`src/core/lsru_consts.svh`:
```
// Opcodes, field positions and reset values of the logic, shift and rotate unit.
`ifndef LSRU_CONSTS_SVH
`define LSRU_CONSTS_SVH
`define LSRU_OP_RTYPE       6'h3a
`define LSRU_OP_ORHI        6'h34
`define LSRU_OP_ORI         6'h14
`define LSRU_X_OR           6'h16
`define LSRU_X_RDCTL        6'h26
`define LSRU_X_RET          6'h05
`define LSRU_X_ROL          6'h03
`define LSRU_X_ROLI         6'h02
`define LSRU_X_ROR          6'h0b
`define LSRU_X_SHL_VAR      6'h13
`define LSRU_X_SLLI         6'h12
`define LSRU_X_SRA          6'h3b
`define LSRU_X_SRAI         6'h3a
`define LSRU_X_SRL          6'h1b
`define LSRU_X_SRLI         6'h1a
`define LSRU_A_HI           31
`define LSRU_A_LO           27
`define LSRU_B_HI           26
`define LSRU_B_LO           22
`define LSRU_C_HI           21
`define LSRU_C_LO           17
`define LSRU_X_HI           16
`define LSRU_X_LO           11
`define LSRU_N_HI           10
`define LSRU_N_LO           6
`define LSRU_I16_HI         21
`define LSRU_I16_LO         6
`define LSRU_P_HI           5
`define LSRU_P_LO           0
`define LSRU_NREGS          32
`define LSRU_NCTL           32
`define LSRU_RESET_WORD     32'h0000_0000
`define LSRU_LINK_REG       5'h1f
`endif

```
`src/core/lsru_pkg.sv`:
```
// Types shared by the logic, shift and rotate unit.
package lsru_pkg;
   typedef enum logic [3:0] {
      LSRU_NONE, LSRU_OR, LSRU_ORHI, LSRU_ORI, LSRU_RDCTL, LSRU_RET,
      LSRU_ROL, LSRU_ROR, LSRU_SHL, LSRU_SRA, LSRU_SRL, LSRU_ILLEGAL
   } lsru_op_e;
   typedef struct packed {
      lsru_op_e   op;
      logic [4:0] a_idx;
      logic [4:0] b_idx;
      logic [4:0] c_idx;
      logic [4:0] dst_idx;
      logic [4:0] shift_amount_imm;
      logic       imm_amt;
      logic [15:0] immediate_sixteen;
   } lsru_dec_s;
   typedef struct packed {
      logic        wr_en;
      logic [4:0]  wr_idx;
      logic [31:0] wr_data;
      logic        pc_load;
      logic [31:0] pc_target;
      logic        exc_super;
      logic        exc_misalign;
      logic        exc_illegal;
      logic        done;
   } lsru_res_s;
   typedef struct packed {
      lsru_res_s res;
   } lsru_state_s;
endpackage

```
`src/core/lsru_decoder.sv`:
```
// Instruction field decoder for the logic, shift and rotate unit.
`include "lsru_consts.svh"
module lsru_decoder
   import lsru_pkg::*;
(
   // Instruction word
   input  wire logic [31:0] instr,
   // Decoded fields
   output lsru_dec_s        dec
);
   logic [5:0] prim;
   logic [5:0] ext;

   always_comb
   begin
      prim        = instr[`LSRU_P_HI:`LSRU_P_LO];
      ext         = instr[`LSRU_X_HI:`LSRU_X_LO];
      dec         = '0;
      dec.a_idx   = instr[`LSRU_A_HI:`LSRU_A_LO];
      dec.b_idx   = instr[`LSRU_B_HI:`LSRU_B_LO];
      dec.c_idx   = instr[`LSRU_C_HI:`LSRU_C_LO];
      dec.shift_amount_imm  = instr[`LSRU_N_HI:`LSRU_N_LO];
      dec.immediate_sixteen = instr[`LSRU_I16_HI:`LSRU_I16_LO];
      dec.dst_idx = dec.c_idx;
      dec.op      = LSRU_ILLEGAL;
      if (prim == `LSRU_OP_ORHI)
      begin
         dec.op      = LSRU_ORHI;
         dec.dst_idx = dec.b_idx;
      end
      else if (prim == `LSRU_OP_ORI)
      begin
         dec.op      = LSRU_ORI;
         dec.dst_idx = dec.b_idx;
      end
      else if (prim == `LSRU_OP_RTYPE)
      begin
         unique case (ext)
            `LSRU_X_OR:    dec.op = LSRU_OR;
            `LSRU_X_RDCTL: dec.op = LSRU_RDCTL;
            `LSRU_X_RET:   dec.op = LSRU_RET;
            `LSRU_X_ROL:   dec.op = LSRU_ROL;
            `LSRU_X_ROR:   dec.op = LSRU_ROR;
            `LSRU_X_SHL_VAR: dec.op = LSRU_SHL;
            `LSRU_X_SRA:   dec.op = LSRU_SRA;
            `LSRU_X_SRL:   dec.op = LSRU_SRL;
            `LSRU_X_ROLI:
            begin
               dec.op      = LSRU_ROL;
               dec.imm_amt = 1'b1;
            end
            `LSRU_X_SLLI:
            begin
               dec.op      = LSRU_SHL;
               dec.imm_amt = 1'b1;
            end
            `LSRU_X_SRAI:
            begin
               dec.op      = LSRU_SRA;
               dec.imm_amt = 1'b1;
            end
            `LSRU_X_SRLI:
            begin
               dec.op      = LSRU_SRL;
               dec.imm_amt = 1'b1;
            end
            default:       dec.op = LSRU_ILLEGAL;
         endcase
      end
   end
endmodule

```
`src/core/lsru_unit.sv`:
```
// Logic, shift and rotate execution unit with its general register file.
`include "lsru_consts.svh"
// Notes on behaviour
// - Register OR writes source_a_reg OR source_b_reg into dest_c_reg, no exception.
// - High-half OR: immediate in bits 31..16, low half zero, ORed, written to B.
// - Low OR: immediate zero-extended to 32 bits, ORed with source_a_reg, written to B.
// - Control read copies indexed control register; outside supervisor mode it faults.
// - Return loads program counter from link register; misaligned target faults.
// - Rotate left by source_b_reg bits 4..0; upper bits ignored.
// - Rotate left by five-bit immediate, result to dest_c_reg.
// - Rotate right by source_b_reg bits 4..0; upper bits ignored.
// - Shift left by source_b_reg bits 4..0, zero fill, to dest_c_reg.
// - Shift left by five-bit immediate, zero fill, to dest_c_reg.
// - Arithmetic right shift by source_b_reg bits 4..0, sign fill.
// - Arithmetic right shift by five-bit immediate, sign fill, to dest_c_reg.
// - Logical right shift by source_b_reg bits 4..0, zero fill.
module lsru_unit
   import lsru_pkg::*;
#(
   parameter int NREGS = `LSRU_NREGS,
   parameter int NCTL  = `LSRU_NCTL
)
(
   // Clock and reset
   input  wire logic                 ref_clk,
   input  wire logic                 nrst,
   // Instruction issue
   input  wire logic                 issue_valid,
   input  wire logic [31:0]          instr,
   input  wire logic                 supervisor_mode,
   // Control register file view
   input  wire logic [NCTL*32-1:0]   ctl_regs_flat,
   // Register file debug read port
   input  wire logic [4:0]           dbg_idx,
   output logic      [31:0]          dbg_data,
   // Results
   output lsru_res_s                 res
);
   lsru_dec_s   dec;
   lsru_state_s st_ff;
   lsru_state_s nxt_st;
   logic [31:0] gpr_ff [NREGS];
   logic [31:0] opa;
   logic [31:0] opb;
   logic [4:0]  amt;
   logic [31:0] rot_l;
   logic [31:0] rot_r;

   // Register zero is never stored, so it reads as zero everywhere.
   function automatic logic [31:0] rd_gpr(input logic [4:0] idx, input logic [31:0] val);
      rd_gpr = (idx == 5'h00) ? 32'h0000_0000 : val;
   endfunction

   function automatic logic [31:0] rotl(input logic [31:0] v, input logic [4:0] n);
      logic [63:0] dbl;
      dbl  = {v, v} << n;
      rotl = dbl[63:32];
   endfunction

   lsru_decoder u_dec
   (
      .instr (instr),
      .dec   (dec)
   );

   assign opa      = rd_gpr(dec.a_idx, gpr_ff[dec.a_idx]);
   assign opb      = rd_gpr(dec.b_idx, gpr_ff[dec.b_idx]);
   // Only five bits of the amount are looked at; the rest of source_b_reg is don't-care.
   assign amt      = dec.imm_amt ? dec.shift_amount_imm : opb[4:0];
   assign rot_l    = rotl(opa, amt);
   assign rot_r    = rotl(opa, 5'(6'd32 - {1'b0, amt}));
   assign dbg_data = rd_gpr(dbg_idx, gpr_ff[dbg_idx]);
   assign res      = st_ff.res;

   always_comb
   begin
      logic [31:0] target;
      target              = rd_gpr(`LSRU_LINK_REG, gpr_ff[`LSRU_LINK_REG]);
      nxt_st              = '0;
      if (issue_valid)
      begin
         nxt_st.res.wr_idx = dec.dst_idx;
         nxt_st.res.done  = 1'b1;
         nxt_st.res.wr_en = 1'b1;
         unique case (dec.op)
            LSRU_OR:    nxt_st.res.wr_data = opa | opb;
            LSRU_ORHI:  nxt_st.res.wr_data = opa | {dec.immediate_sixteen, 16'h0000};
            LSRU_ORI:   nxt_st.res.wr_data = opa | {16'h0000, dec.immediate_sixteen};
            LSRU_ROL:   nxt_st.res.wr_data = rot_l;
            LSRU_ROR:   nxt_st.res.wr_data = rot_r;
            LSRU_SHL:   nxt_st.res.wr_data = opa << amt;
            LSRU_SRA:   nxt_st.res.wr_data = 32'($signed(opa) >>> amt);
            LSRU_SRL:   nxt_st.res.wr_data = opa >> amt;
            LSRU_RDCTL:
            begin
               if (supervisor_mode)
                  nxt_st.res.wr_data = ctl_regs_flat[dec.shift_amount_imm*32 +: 32];
               else
               begin
                  nxt_st.res.wr_en     = 1'b0;
                  nxt_st.res.exc_super = 1'b1;
               end
            end
            LSRU_RET:
            begin
               nxt_st.res.wr_en = 1'b0;
               if (target[1:0] != 2'b00)
                  nxt_st.res.exc_misalign = 1'b1;
               else
               begin
                  nxt_st.res.pc_load   = 1'b1;
                  nxt_st.res.pc_target = target;
               end
            end
            LSRU_NONE, LSRU_ILLEGAL:
            begin
               nxt_st.res.wr_en       = 1'b0;
               nxt_st.res.exc_illegal = 1'b1;
            end
         endcase
         if (dec.dst_idx == 5'h00)
            nxt_st.res.wr_en = 1'b0;
      end
   end

   always_ff @(posedge ref_clk)
   begin
      if (!nrst)
      begin
         st_ff <= '0;
         for (int i = 0; i < NREGS; i++)
            gpr_ff[i] <= `LSRU_RESET_WORD;
      end
      else
      begin
         st_ff <= nxt_st;
         // Write-back lands two cycles after issue, one cycle after the registered result.
         if (st_ff.res.wr_en)
            gpr_ff[st_ff.res.wr_idx] <= st_ff.res.wr_data;
      end
   end
endmodule

```
`config.mk`:
```
export PLATFORM = sky130hd
export DESIGN_NAME = lsru_unit
export DESIGN_NICKNAME = d
export VERILOG_FILES = /design/src/core/lsru_pkg.sv /design/src/core/lsru_decoder.sv /design/src/core/lsru_unit.sv
export VERILOG_INCLUDE_DIRS = /design/src /design/src/core
export SDC_FILE = /design/constraint.sdc
export NUM_CORES = 2
export LEC_CHECK = 0
export BUFFER_PORTS_ARGS = -buffer_cell sky130_fd_sc_hd__buf_2
export CORE_AREA = 4 4 455 457
export CTS_CLUSTER_SIZE = 24
export DETAILED_ROUTE_END_ITERATION = 6
export DIE_AREA = 0 0 459 461
export HOLD_SLACK_MARGIN = 0.15
export PLACE_DENSITY = 0.63
export SYNTH_ARGS = -nofsm -noshare
export SYNTH_HDL_FRONTEND = slang
export SYNTH_SLANG_ARGS = --single-unit
```
`constraint.sdc`:
```
create_clock -name ref_clk -period 12.84 [get_ports ref_clk]
set_input_delay 2.568 -clock ref_clk [delete_from_list [all_inputs] [get_ports ref_clk]]
set_output_delay 2.568 -clock ref_clk [all_outputs]
set_load 0.02 [all_outputs]
```
==> flow_metrics.py <==
metrics = {
    "timing": {
        "maxSlewViolCount": 0,
        "hold_viol_final": 0,
        "final-setup-viol-count": 0,
        "max_slew_margin": 0.0136,
        "fmaxAchievable_ghz": 0.115,
        "fin_crit_sh": 0.678,
        "worst_pin_slew_ps": 1470,
        "finalSetupTns_ps": 0,
        "skew_ps": 58.9,
        "period_needed_ps": 8700,
        "rsz0062_at_grt": "no",
        "whs_ps": 538,
    },
    "clock_tree": {
        "cts_tree": "yes",
        "cts-root-buf": "clkbuf_16",
        "cts-resized-gates": 0,
        "htree_levels": 3,
        "cts_setup_buffers": 0,
        "clock_latency_ps": 810,
        "cts_buffers": 119,
        "clkSinkCount": 1099,
        "clkTransAtPathRegs_ps": 60,
        "holdBufCountCts": 0,
        "cts_buffer_depth": 3,
    },
    "synthesis": {
        "synth.avg_cell_area_um2": 14.1,
        "ys_seq_area_frac": 0.405,
        "netlist_instances": 5633,
        "synthArstFlopShare": 0,
        "synth_edf_count": 1024,
        "yosysWarnings": 0,
        "synthFlopType": "edfxtp_1",
        "ys_types": 95,
        "synth_seq_cells": 1099,
        "synth_area_mm2": 0.0796,
    },
    "detailed_routing": {
        "dr.pass1.iters": 7,
        "drtAntennaViolNets": 0,
        "via_per_inst": 7.01,
        "num_vias": 66200,
        "routedWlPerCell_um": 48.1,
        "first_iter_violations": 11300,
        "finalWirelength_mm": 454,
        "drc": 6,
    },
    "layout": {
        "final_common_cell": "mux4_2",
        "fillers": 18200,
        "nNetsFinal": 7597,
        "layout-drive-gt1-share": 0.442,
        "area_growth_pct": 16.6,
        "fin_area_mm2": 0.0928,
        "final_cells": 9436,
        "final_cell_mix": "1182 x mux4_2, 1154 x buf_2, 1067 x and2_1",
    },
    "job": {
        "max_cap_viol_count": 1,
    },
    "power_and_ir_drop": {
        "power_w": 0.0104,
        "share_clk_of_total_power": 0.350,
        "p_sw_w": 0.00330,
        "leakagePower_nw": 34.6,
        "swShare": 0.317,
        "power_density_mw_per_mm2": 112,
        "power_frac_comb": 0.255,
        "ir_worst_vdd_mv": 0.118,
        "seqPwrFrac": 0.395,
        "p_int_w": 0.00710,
    },
    "critical_path": {
        "cp-start-kind": "input port",
        "worstSetupEndpointType": "primary output",
        "arrival_ps": 6130,
        "crit_type": "in -> out",
        "cpMaxStageDelayCell": "mux2i_1",
        "cp.required_ps": 10270,
        "cpPeakStageDelay_ps": 670,
        "cp.buffers_inverters": 3,
        "path_cells": "buf_8 -> buf_12 -> mux4_2 -> mux4_2 -> mux2i_1 -> nor2_1 -> buf_2",
        "crit_top_cell": "mux4_2",
        "cp_top_family": "multiplexers",
        "crit_fanout": 96,
        "startpoint": "dbg_idx[0]",
        "reg2reg_from": "gpr_ff[23][0]",
    },
    "place": {
        "hpwl_mm": 331,
        "gp_congestion": 1.03,
        "place_inst": 9098,
        "io_buffers": 1171,
        "placed_area_mm2": 0.0885,
    },
    "die": {
        "die_area_mm2": 0.212,
        "chipHeight_um": 461,
        "num_rows": 166,
        "start_util": 0.391,
        "coreArea_mm2": 0.204,
        "io_pins": 1172,
        "die_x_um": 459,
    },
    "outcome": {
        "violations": "DRC, capacitance limit",
        "status": "finished with violations",
    },
    "grt": {
        "grt_antenna_before_repair": 219,
        "grt_pass1_wl_mm": 589,
        "grt_pass1_vias": 62200,
        "grt_max_degree": 136,
        "grt_usage": 0.418,
        "overflow": 0,
    },
    "min_path": {
        "hp-start": "gpr_ff[31][17]",
        "hp-class": "reg -> reg",
    },
}
registers in the layout, summed over array words and instances, names as in the netlist:
name	flops
gpr_ff	1024
res	75
power groups by stage:
stage	Combinational (W)	Sequential [W]	Clock, W
floorplan	0.00146	0.00416	0
global placement	0.00254	0.00418	0
detailed placement	0.00254	0.00418	0
CTS	0.00255	0.00411	0.00363
global route	0.00268	0.00412	0.00378
finish	0.00265	0.00411	0.00364
stage by stage:
stage | util | setup slack, ps
after floorplan | - | 5270
after global placement | 0.435 | 4180
after detailed placement | 0.435 | 4180
after CTS | 0.455 | 4180
after global routing | 0.455 | 3980
final | 0.456 | 4140
layer usage:
layer	global-route usage	vias to the layer above	wire length [um]
li1	-	24500	-
met1	0.505	33600	153000
met2	0.598	6462	192000
met3	0.198	1422	71600
met4	0.268	126	37100
met5	0.0103	-	897
cells by family (layout without fill, tap and decap cells):
family / Yosys count / in the layout / share of synthesized area
fa+ha+maj: 1 / 1 / 0.000157
other cells: 1 / 114 / 0.0000471
flops: 1099 / 1099 / 0.405
buf+inv: 636 / 1638 / 0.0351
mux: 1661 / 1661 / 0.396
simple gates: 1654 / 1654 / 0.117
compound gates: 576 / 576 / 0.0454
xor+xnor: 5 / 5 / 0.000833
path summary, 6_finish.rpt:
kind         slack (ps)  depth (start not counted)      endpoint
min reg2reg         540                          1       res[21]
max reg2reg        7090                         14       res[41]
max                4140                          7  dbg_data[29]
min                 540                          1       res[21]
area by class of cell:
| type | count | area, um2 | share of cell area |
|---|---|---|---|
| timing repair buffer | 1395 | 7750 | 0.0835 |
| multi-input combinational | 3899 | 45100 | 0.486 |
| tap | 2688 | 3360 | 0.0362 |
| clock buffer | 150 | 3220 | 0.0347 |
| inverter | 17 | 66.3 | 0.000714 |
| sequential | 1099 | 32300 | 0.347 |
| antenna | 112 | 280 | 0.00302 |
| clock inverter | 76 | 831 | 0.00895 |
synth_stat cells (10+ instances only):
master | instances | area share
a211oi_1 | 30 | 0.0028
a21oi_1 | 165 | 0.010
a22oi_1 | 56 | 0.0053
a31oi_1 | 20 | 0.0016
and2_1 | 1067 | 0.084
buf_1 | 87 | 0.0041
buf_2 | 71 | 0.0045
buf_4 | 41 | 0.0039
buf_6 | 21 | 0.0030
clkbuf_1 | 398 | 0.019
dfxtp_1 | 75 | 0.019
edfxtp_1 | 1024 | 0.39
inv_1 | 11 | 0.00052
mux2_2 | 58 | 0.0082
mux2i_1 | 411 | 0.052
mux4_2 | 1182 | 0.33
nand2_1 | 165 | 0.0078
nand2b_1 | 12 | 0.00094
nand3_1 | 46 | 0.0029
nand4_1 | 11 | 0.00086
nor2_1 | 256 | 0.012
nor2b_1 | 14 | 0.0011
nor3_1 | 31 | 0.0019
o211ai_1 | 16 | 0.0015
o21ai_0 | 97 | 0.0061
o21ai_1 | 60 | 0.0038
o221ai_1 | 10 | 0.0011
o22ai_1 | 23 | 0.0018
o31ai_1 | 10 | 0.00094
Power figures use the tool's default switching activity.
